$ cat src/serial_cfg_pkg.sv
package serial_cfg_pkg;
  // register byte offsets
  localparam logic [11:0] CFG0_OFS    = 12'h108;
  localparam logic [11:0] FLAG_OFS    = 12'h110;
  localparam logic [11:0] IRQ_EN_OFS  = 12'h114;
  localparam logic [11:0] IRQ_CLR_OFS = 12'h118;
  localparam logic [11:0] RX_STAT_OFS = 12'h11C;
  // config field positions, reset and writable mask
  localparam int          ENC_LSB   = 20;
  localparam int          ENG_LSB   = 16;
  localparam int          VIS_BIT   = 12;
  localparam int          BCR_BIT   = 7;
  localparam int          TOE_BIT   = 5;
  localparam logic [31:0] CFG0_RST  = 32'h0000_0000;
  localparam logic [31:0] CFG0_WMSK = 32'h0073_10A0;
  // line encodings
  localparam logic [2:0] ENC_NRZ  = 3'h0;
  localparam logic [2:0] ENC_NRZI = 3'h2;
  localparam logic [2:0] ENC_FM0  = 3'h4;
  localparam logic [2:0] ENC_FM1  = 3'h5;
  localparam logic [2:0] ENC_MAN  = 3'h6;
  // protocol engines
  localparam logic [1:0] ENG_HDLC  = 2'h0;
  localparam logic [1:0] ENG_ASYNC = 2'h3;
  // x16 oversampling: majority taps and last phase
  localparam logic [3:0] OVS_TAP0 = 4'h7;
  localparam logic [3:0] OVS_TAP1 = 4'h8;
  localparam logic [3:0] OVS_TAP2 = 4'h9;
  localparam logic [3:0] OVS_LAST = 4'hF;
  // interrupt event bits
  localparam int          EV_W      = 3;
  localparam int          EV_BIT    = 0;
  localparam int          EV_LOST   = 1;
  localparam int          EV_REGAIN = 2;
  localparam logic [2:0]  EV_RST    = 3'h0;
  // receive status layout
  localparam int RST_LOST_BIT = 8;
  localparam int RST_TXC_BIT  = 9;
  localparam int RST_ACT_BIT  = 10;
  // transmit clock generated in the output role
  localparam int          CLK_NS      = 10;
  localparam int          TXC_HALF_NS = 40;
  localparam logic [7:0]  TXC_HALF_CYC =
    8'((TXC_HALF_NS + CLK_NS - 1) / CLK_NS);
  // receiver states
  typedef enum logic [1:0] {RX_OFF, RX_SYNC, RX_LOST} rx_state_t;
endpackage

$ cat src/serial_channel_config_zero.sv
`timescale 1ns/1ns
// Contract
// - encoding field 000 NRZ, 010 NRZI, 100 FM0, 101 FM1, 110 Manchester.
// - engine field 00 HDLC sync, 11 async, 01 and 10 reserved.
// - visibility bit clear hides masked flags on flag register reads.
// - visibility bit set shows masked flags; host clears by writing one.
// - masked sources never raise the interrupt output.
// - rate bit clear: async runs x1, each bit sampled once.
// - rate bit set: x16 clock, majority of three samples near centre.
// - clock-output bit sets transmit clock pin direction and transceiver.
// - reserved config bits read as zero.
// - DPLL with FM or Manchester flags sync loss, suspends, resyncs.
module serial_channel_config_zero (
  // system
  input  wire logic        clk_sys,
  input  wire logic        sys_rst,
  // register port
  input  wire logic [11:0] addr,
  input  wire logic [31:0] wr_data,
  input  wire logic        wr_en,
  input  wire logic        rd_en,
  output logic      [31:0] rd_data,
  // receive line
  input  wire logic        rx_clk,
  input  wire logic        rx_data,
  // transmit clock pin, three-signal form
  input  wire logic        tx_clk_in,
  output logic             tx_clk_out,
  output logic             tx_clk_oe_n,
  // decoded receive bits for the engine
  output logic             rx_bit,
  output logic             rx_bit_valid,
  // interrupt
  output logic             irq
);

  // decoded bit for NRZ family, from the current and previous level
  function automatic logic line_bit(input logic [2:0] enc,
                                    input logic lvl,
                                    input logic prv);
    line_bit = (enc == serial_cfg_pkg::ENC_NRZI) ? (lvl == prv) : lvl;
  endfunction

  // decoded bit for a two-half-cell code
  function automatic logic cell_bit(input logic [2:0] enc,
                                    input logic h1,
                                    input logic h2);
    case (enc)
      serial_cfg_pkg::ENC_FM0: cell_bit = (h1 == h2);
      serial_cfg_pkg::ENC_FM1: cell_bit = (h1 != h2);
      default:                 cell_bit = h1;
    endcase
  endfunction

  // mandatory transition present in a cell
  function automatic logic cell_ok(input logic [2:0] enc,
                                   input logic h1,
                                   input logic h2,
                                   input logic prev_h2);
    cell_ok = (enc == serial_cfg_pkg::ENC_MAN) ? (h1 != h2)
                                                : (h1 != prev_h2);
  endfunction

  logic [31:0] cfg_r;
  logic [2:0]  flag_r;
  logic [2:0]  flag_nxt;
  logic [2:0]  en_r;
  logic [2:0]  sync1_r;
  logic [2:0]  sync2_r;
  logic        rclk_d_r;
  logic [3:0]  ovs_r;
  logic [2:0]  maj_r;
  logic        prv_r;
  logic        h1_r;
  logic        h2_r;
  logic [7:0]  shift_r;
  logic [7:0]  txc_cnt_r;
  logic        bit_nxt;
  logic        stb_nxt;
  logic [31:0] rd_nxt;
  serial_cfg_pkg::rx_state_t st_r;
  serial_cfg_pkg::rx_state_t st_nxt;

  // config fields
  wire [2:0] enc = cfg_r[serial_cfg_pkg::ENC_LSB +: 3];
  wire [1:0] eng = cfg_r[serial_cfg_pkg::ENG_LSB +: 2];
  wire       masked_flags_visible = cfg_r[serial_cfg_pkg::VIS_BIT];
  wire       bit_clock_rate_select = cfg_r[serial_cfg_pkg::BCR_BIT];
  wire       tx_clock_output_enable = cfg_r[serial_cfg_pkg::TOE_BIT];

  // address decode
  wire wr_cfg  = wr_en && addr == serial_cfg_pkg::CFG0_OFS;
  wire wr_flag = wr_en && addr == serial_cfg_pkg::FLAG_OFS;
  wire wr_ien  = wr_en && addr == serial_cfg_pkg::IRQ_EN_OFS;
  wire wr_clr  = wr_en && addr == serial_cfg_pkg::IRQ_CLR_OFS;

  // mode decode
  wire enc_ok = enc == serial_cfg_pkg::ENC_NRZ ||
                enc == serial_cfg_pkg::ENC_NRZI ||
                enc == serial_cfg_pkg::ENC_FM0 ||
                enc == serial_cfg_pkg::ENC_FM1 ||
                enc == serial_cfg_pkg::ENC_MAN;
  wire eng_hdlc  = eng == serial_cfg_pkg::ENG_HDLC;
  wire eng_async = eng == serial_cfg_pkg::ENG_ASYNC;
  wire two_half  = enc[2];
  wire dpll_mode = eng_hdlc && two_half;
  wire ovs_mode  = eng_async && bit_clock_rate_select;
  // x16 needs NRZ; any other pairing keeps the receiver quiet
  wire cfg_ok    = enc_ok && (eng_hdlc || eng_async) &&
                   !(ovs_mode && enc != serial_cfg_pkg::ENC_NRZ);

  // link inputs after the synchroniser
  wire rclk_s = sync2_r[0];
  wire rdat_s = sync2_r[1];
  wire txc_s  = sync2_r[2];
  wire rise   = rclk_s && !rclk_d_r;
  wire fall   = !rclk_s && rclk_d_r;

  // majority of the three centre samples
  wire maj = (maj_r[0] & maj_r[1]) | (maj_r[0] & maj_r[2]) |
             (maj_r[1] & maj_r[2]);
  wire ok_cell = cell_ok(enc, h1_r, rdat_s, h2_r);

  // receive state: off, in sync, or hunting after a sync loss
  always_comb begin
    st_nxt = st_r;
    case (st_r)
      serial_cfg_pkg::RX_OFF: begin
        if (cfg_ok) begin
          st_nxt = serial_cfg_pkg::RX_SYNC;
        end
      end
      serial_cfg_pkg::RX_SYNC: begin
        if (!cfg_ok) begin
          st_nxt = serial_cfg_pkg::RX_OFF;
        end else if (dpll_mode && fall && !ok_cell) begin
          st_nxt = serial_cfg_pkg::RX_LOST;
        end
      end
      serial_cfg_pkg::RX_LOST: begin
        if (!cfg_ok || !dpll_mode) begin
          st_nxt = serial_cfg_pkg::RX_OFF;
        end else if (fall && ok_cell) begin
          st_nxt = serial_cfg_pkg::RX_SYNC;
        end
      end
      default: st_nxt = serial_cfg_pkg::RX_OFF;
    endcase
  end

  // bit recovery per clocking mode
  always_comb begin
    bit_nxt = 1'b0;
    stb_nxt = 1'b0;
    if (st_r == serial_cfg_pkg::RX_SYNC && cfg_ok) begin
      if (dpll_mode) begin
        bit_nxt = cell_bit(enc, h1_r, rdat_s);
        stb_nxt = fall && ok_cell;
      end else if (ovs_mode) begin
        bit_nxt = maj;
        stb_nxt = rise && ovs_r == serial_cfg_pkg::OVS_LAST;
      end else if (!two_half) begin
        bit_nxt = line_bit(enc, rdat_s, prv_r);
        stb_nxt = rise;
      end
    end
  end

  // hardware set wins over a software clear in the same cycle
  wire [2:0] ev = {st_r == serial_cfg_pkg::RX_LOST &&
                     st_nxt == serial_cfg_pkg::RX_SYNC,
                   st_r == serial_cfg_pkg::RX_SYNC &&
                     st_nxt == serial_cfg_pkg::RX_LOST,
                   stb_nxt};
  wire [2:0] clr_bits = (wr_clr || wr_flag) ? wr_data[2:0] : 3'h0;
  assign flag_nxt = (flag_r & ~clr_bits) | ev;

  // masked flags hidden unless visibility is on
  wire [2:0] flag_view = masked_flags_visible ? flag_r : (flag_r & en_r);

  // read selection; unmapped offsets read zero
  always_comb begin
    rd_nxt = 32'h0000_0000;
    case (addr)
      serial_cfg_pkg::CFG0_OFS:    rd_nxt = cfg_r;
      serial_cfg_pkg::FLAG_OFS:    rd_nxt = {29'h0, flag_view};
      serial_cfg_pkg::IRQ_EN_OFS:  rd_nxt = {29'h0, en_r};
      serial_cfg_pkg::RX_STAT_OFS: begin
        rd_nxt[7:0] = shift_r;
        rd_nxt[serial_cfg_pkg::RST_LOST_BIT] =
          st_r == serial_cfg_pkg::RX_LOST;
        rd_nxt[serial_cfg_pkg::RST_TXC_BIT] = txc_s;
        rd_nxt[serial_cfg_pkg::RST_ACT_BIT] =
          st_r != serial_cfg_pkg::RX_OFF;
      end
      default:                     rd_nxt = 32'h0000_0000;
    endcase
  end

  // configuration register; reserved bits never stored
  always_ff @(posedge clk_sys) begin
    if (sys_rst) begin
      cfg_r <= serial_cfg_pkg::CFG0_RST;
    end else if (wr_cfg) begin
      cfg_r <= wr_data & serial_cfg_pkg::CFG0_WMSK;
    end
  end

  // interrupt flags, enables and output
  always_ff @(posedge clk_sys) begin
    if (sys_rst) begin
      flag_r <= serial_cfg_pkg::EV_RST;
      en_r   <= serial_cfg_pkg::EV_RST;
      irq    <= 1'b0;
    end else begin
      flag_r <= flag_nxt;
      if (wr_ien) begin
        en_r <= wr_data[2:0];
      end
      irq <= |(flag_r & en_r);
    end
  end

  // read data valid only in the cycle after the strobe
  always_ff @(posedge clk_sys) begin
    if (sys_rst) begin
      rd_data <= 32'h0000_0000;
    end else begin
      rd_data <= rd_en ? rd_nxt : 32'h0000_0000;
    end
  end

  // two-stage synchronisers for the line inputs
  always_ff @(posedge clk_sys) begin
    if (sys_rst) begin
      sync1_r  <= 3'h0;
      sync2_r  <= 3'h0;
      rclk_d_r <= 1'b0;
    end else begin
      sync1_r  <= {tx_clk_in, rx_data, rx_clk};
      sync2_r  <= sync1_r;
      rclk_d_r <= rclk_s;
    end
  end

  // receiver sampling registers
  always_ff @(posedge clk_sys) begin
    if (sys_rst) begin
      st_r  <= serial_cfg_pkg::RX_OFF;
      ovs_r <= 4'h0;
      maj_r <= 3'h0;
      prv_r <= 1'b0;
      h1_r  <= 1'b0;
      h2_r  <= 1'b0;
    end else begin
      st_r <= st_nxt;
      if (!ovs_mode) begin
        ovs_r <= 4'h0;
      end else if (rise) begin
        ovs_r <= ovs_r + 4'h1;
      end
      if (rise && ovs_r == serial_cfg_pkg::OVS_TAP0) maj_r[0] <= rdat_s;
      if (rise && ovs_r == serial_cfg_pkg::OVS_TAP1) maj_r[1] <= rdat_s;
      if (rise && ovs_r == serial_cfg_pkg::OVS_TAP2) maj_r[2] <= rdat_s;
      if (rise && !ovs_mode) begin
        prv_r <= rdat_s;
      end
      if (rise) begin
        h1_r <= rdat_s;
      end
      if (fall) begin
        h2_r <= rdat_s;
      end
    end
  end

  // recovered bit outputs and receive shift register
  always_ff @(posedge clk_sys) begin
    if (sys_rst) begin
      rx_bit       <= 1'b0;
      rx_bit_valid <= 1'b0;
      shift_r      <= 8'h00;
    end else begin
      rx_bit_valid <= stb_nxt;
      if (stb_nxt) begin
        rx_bit  <= bit_nxt;
        shift_r <= {shift_r[6:0], bit_nxt};
      end
    end
  end

  // transmit clock: divider drives the pin only in the output role
  always_ff @(posedge clk_sys) begin
    if (sys_rst) begin
      txc_cnt_r   <= 8'h00;
      tx_clk_out  <= 1'b0;
      tx_clk_oe_n <= 1'b1;
    end else begin
      tx_clk_oe_n <= !tx_clock_output_enable;
      if (!tx_clock_output_enable) begin
        txc_cnt_r  <= 8'h00;
        tx_clk_out <= 1'b0;
      end else if (txc_cnt_r == serial_cfg_pkg::TXC_HALF_CYC - 8'h01) begin
        txc_cnt_r  <= 8'h00;
        tx_clk_out <= !tx_clk_out;
      end else begin
        txc_cnt_r <= txc_cnt_r + 8'h01;
      end
    end
  end

endmodule

$ cat config.mk
export PLATFORM = sky130hd
export DESIGN_NAME = serial_channel_config_zero
export DESIGN_NICKNAME = d
export VERILOG_FILES = /design/src/serial_cfg_pkg.sv /design/src/serial_channel_config_zero.sv
export SDC_FILE = /design/constraint.sdc
export NUM_CORES = 1
export LEC_CHECK = 0
export BUFFER_PORTS_ARGS = -buffer_cell sky130_fd_sc_hd__buf_4
export CAP_MARGIN = 30
export CORE_MARGIN = 8
export CORE_UTILIZATION = 35
export CTS_BUF_LIST = sky130_fd_sc_hd__clkbuf_8 sky130_fd_sc_hd__clkbuf_16
export DETAILED_ROUTE_END_ITERATION = 10
export GPL_ROUTABILITY_DRIVEN = 0
export PLACE_DENSITY = 0.66
export SYNTH_ARGS = -nofsm -noshare
export SYNTH_HDL_FRONTEND = slang
export SYNTH_SLANG_ARGS = --single-unit
$ cat constraint.sdc
create_clock -name clk_sys -period 1.82 [get_ports clk_sys]
set_input_delay 0.091 -clock clk_sys [delete_from_list [all_inputs] [get_ports clk_sys]]
set_output_delay 0.091 -clock clk_sys [all_outputs]
set_load 0.01 [all_outputs]
# Yosys cells after proc, flatten, opt, wreduce, memory -nomap -nowiden
# Index checks and enable logic that the tools add are counted.
# totals
reg_bits	71
input_bits	51
word_cells	130
# op_classes
n_addsub	2
n_eq_ne	23
mux	20
bitwise	13
reduce_logical	49
# ops
operator	n
12-bit by 9-bit == test with 1-bit output, second input constant	5
11-bit one-hot mux with 4 select lines	1
1-bit logical AND	22
4-bit == test, second input constant	3
1-bit two-way mux	10
2-bit two-way mux	5
3-bit == test, second input constant	3
1-bit zero test	9
3-bit OR reduction	3
8-bit by 1-bit adder with 8-bit output, second input constant	1
8-bit by 2-bit == test with 1-bit output, second input constant	1
1-bit logical OR	7
3-bit AND	2
2-bit == test, second input constant	3
3-bit two-way mux	2
2-bit one-hot mux with 3 select lines	1
2-bit OR reduction	3
4-bit by 1-bit adder with 4-bit output, second input constant	1
2-bit by 1-bit == test with 1-bit output, second input constant	2
4-bit by 3-bit == test with 1-bit output, second input constant	1
2-bit zero test	2
1-bit inverter	4
1-bit AND	3
3-bit by 2-bit == test with 1-bit output, second input constant	1
9 further kinds	12

# Longest topological paths before layout
# logic_depth
ltp_word	14
ltp_mapped	8
mapped_depth_nobuf	7

# Least setup slack after synthesis
# OpenSTA, ideal clock, no wires.
# synth_timing
path_kind	register to register
startpoint	register cfg_r[16]
endpoint	register shift_r[0]
setup_ns	0.128
arrival_ns	1.581
required_ns	1.692
slack_ns	0.111
path_stages_with_launch	9
n_path_buf	1
cell_sequence	dfxtp_1 inv_1 ha_1 nor4_1 a21oi_1 and4b_1 buf_4 mux2i_1 nor2_1
# synth_between
elab_chain_cells	7
elab_cells_between_ends	16
# synth_rtl
element	line_no	rtl
from (decl)	serial_channel_config_zero.sv:64	logic [31:0] cfg_r;
from (signal assigned)	serial_channel_config_zero.sv:203	cfg_r <= serial_cfg_pkg::CFG0_RST;
from (signal assigned)	serial_channel_config_zero.sv:205	cfg_r <= wr_data & serial_cfg_pkg::CFG0_WMSK;
2-bit == test	serial_channel_config_zero.sv:104	wire eng_async = eng == serial_cfg_pkg::ENG_ASYNC;
1-bit logical AND	serial_channel_config_zero.sv:107	wire ovs_mode = eng_async && bit_clock_rate_select;
1-bit logical AND	serial_channel_config_zero.sv:110	!(ovs_mode && enc != serial_cfg_pkg::ENC_NRZ);
1-bit zero test	serial_channel_config_zero.sv:110	
1-bit logical AND	serial_channel_config_zero.sv:109	wire cfg_ok = enc_ok && (eng_hdlc || eng_async) &&
1-bit logical AND	serial_channel_config_zero.sv:155	if (st_r == serial_cfg_pkg::RX_SYNC && cfg_ok) begin
1-bit two-way mux	serial_channel_config_zero.sv:155	
to (signal assigned)	serial_channel_config_zero.sv:287	shift_r <= {shift_r[6:0], bit_nxt};
to (decl)	serial_channel_config_zero.sv:76	logic [7:0] shift_r;
# Parallel ways exist; a longest one is shown, timed or not.
# A chain may end at the register's enable or synchronous reset.

# Final worst setup path
# Ends and elaborated chain as after synthesis.

==> impl_metrics.ini <==
[detailed_routing]
wl_um = 6630
drtIter0Drc = 110
wl_per_cell_um = 13.0
dr.pass1.iters = 5
ant_nets = 0
num_vias = 2385
via_per_inst = 4.67
drc = 0

[grt]
antenna_found_initial = 0
grt_max_degree = 44
grtUsageTotal_pct = 11.1
grt_pass1_vias = 2272
grt_pass1_wl_um = 10400
overflow = 0

[clock_network]
cts_root_buffer = clkbuf_8
cts_tree = built
clock_sink_count = 70
clk_latency_ps = 340
cts_buffer_depth = 2
path_clk_slew_ps = 70
cts_made_buffers = 9
h-tree-depth = 3

[synthesis]
synth_top_area_share_pct = 46.5
synth_edf_count = 0
synth_seq_cells = 70
yosys_warnings = 0
synth_area_per_cell_um2 = 9.45
syn-cell-area_mm2 = 0.00302
synth.most_common_cell = dfxtp_1
syn_inst = 319
synth_cell_types = 44
synth_top_area_cell = dfxtp_1
async_flop_share_pct = 0
ys_seq_area_share_pct = 46.5
synth_commonest_cells = dfxtp_1, nor2_1, mux2i_1
synthFlopType = dfxtp_1
ys_top_cells_by_area = dfxtp_1, mux2i_1, nor2_1, buf_4, ha_1

[placement]
numPortBuffers = 51
hpwl_um = 4750

[timing]
fmax_mhz = 569
hold_slack_ps = 56.5
finClkSkew_ps = 8.49
slew_violations = 0
hold_viol = 0
period_needed_ps = 1760
rsz0062_at_grt = yes
setup_viol = 0
finalCritPeriodShare_pct = 96.6

[die]
fp.dieW_um = 109
coreArea_mm2 = 0.00855
ioPinCount = 88
die-area_mm2 = 0.0118
num_rows = 34
initial_utilization_pct = 35.3
dieHeight_um = 109

[setup_path]
ff2ff_path_depth = 8
crit_required_ps = 2030
cp_max_fo = 4
rr_endpoint = shift_r[0]$_SDFFE_PP0P_
cp-startpoint = cfg_r[16]$_SDFFE_PP0P_
cp-end-kind = flop
reg2reg_from = cfg_r[16]$_SDFFE_PP0P_
path_class = flop to flop
reg2reg_setup_slack_ps = 60
crit_arrival_ps = 1970
startpoint_type = flop

[power_and_ir_drop]
peakVddDrop_mv = 0.371
leakage_nw = 1.70
powerDensity_mw_per_mm2 = 742
power_mw = 2.93

[run_status]
status = complete, no violations

[hold_path]
hold_depth = 2
holdCritStartpoint = sys_rst
worstHoldEndpoint = tx_clk_oe_n$_SDFF_PP1_
worstHoldPathType = input port to flop

[flow_run]
cap_violations = 0

[layout]
drive_gt1_share_pct = 25.8
diodes = 0
nets = 456
area_growth_pct = 30.9
[report_power, final]
part	switching [mW]	total, mW	internal [mW]
registers	0.00608	1.55	1.54
logic	0.0853	0.181	0.0953
clock network	0.551	1.20	0.653
total	0.642	2.93	2.29
[layer usage]
layer	routed length (µm)	global-route usage, %	vias to the layer above
li1	-	-	1208
met1	2880	12.6	1106
met2	3160	18.4	62
met3	493	4.26	9
met4	90	4.69	0
met5	0	0	-
[cells in the final DEF, fill, tap and decap left out, types with 6 or more instances in the layout]
cell type / count
and2_1: 7
nand3_1: 8
dfxtp_1: 64
inv_1: 13
nand2_1: 18
nor3_1: 10
a21oi_1: 10
buf_4: 66
conb_1: 15
o21ai_0: 11
mux2i_1: 25
xor2_1: 8
nor2_1: 45
dlygate4sd3_1: 14
dfxtp_2: 6
clkbuf_8: 10
xnor2_1: 6
nor2b_1: 11
[registers in the layout, summed over array words and instances, names as in the netlist, 2 cells and up]
name	count
txc_cnt_r	8
st_r	2
sync2_r	3
maj_r	3
sync1_r	3
cfg_r	8
rd_data	17
en_r	3
shift_r	8
ovs_r	4
flag_r	3
[repair_timing]
item                                    CTS  global route
buffers inserted                          0             2
endpoints found under the setup margin    3            11
cloned                                    0             1
hold endpoints to repair                 14             0
hold buffers                             14             0
resized for setup                         1            16
[worst max-delay path, cell delays in order, from the launching register on]
cell and delay (ps):
dfxtp_2 340, inv_1 80, ha_4 240, nor4_2 130, a21oi_1 80, and4b_2 370
clkbuf_16 170, mux2i_1 180, nor2_1 50
[layout make-up]
type                    instances  area (µm²)
fillers                       812        4600
flip-flops and latches         70        1410
inverters                      12        45.0
well taps                     108         135
clock inverters                 5        51.3
multi-input cells             223        1480
repair buffers                 83         692
clock buffers                  10         138
[stage by stage]
| stage | worst slack [ps] | std cells | TNS, ps | instance area [µm²] | util (%) |
|---|---|---|---|---|---|
| finish | 62.2 | 511 | 0 | 3950 | 46.2 |
| global placement | 23.0 | 479 | 0 | 3500 | 41.0 |
| global route | -72.7 | 511 | -490 | 3950 | 46.2 |
| CTS | 3.72 | 508 | 0 | 3830 | 44.8 |
| floorplan | 111 | 333 | 0 | 3070 | - |
| detailed placement | 1.65 | 479 | 0 | 3500 | 41.0 |
[cell families (layout without fill, tap and decap cells)]
family | Yosys count | after routing | synth area share, %
adder cells (fa/ha/maj) | 6 | 6 | 2.49
buffers and inverters | 40 | 110 | 8.38
AND/OR/NAND/NOR | 129 | 129 | 23.4
other | 1 | 15 | 0.124
XOR/XNOR | 14 | 14 | 4.07
flip-flops | 70 | 70 | 46.5
AO/OA/AOI/OAI | 34 | 34 | 6.76
multiplexers | 25 | 25 | 8.30
[how the worst max path moves through the flow]
stage | endpoint | slack (ps) | depth (start not counted)
finish | shift_r[0]$_SDFFE_PP0P_ | 60 | 8
global route | shift_r[3]$_SDFFE_PP0P_ | -70 | 8
CTS | flag_r[2]$_SDFF_PP0_ | 4 | 7
detailed placement | flag_r[2]$_SDFF_PP0_ | 2 | 7
global placement | flag_r[2]$_SDFF_PP0_ | 20 | 7
floorplan | shift_r[0]$_SDFFE_PP0P_ | 110 | 8
No activity file was read; power rests on OpenSTA's default activity.
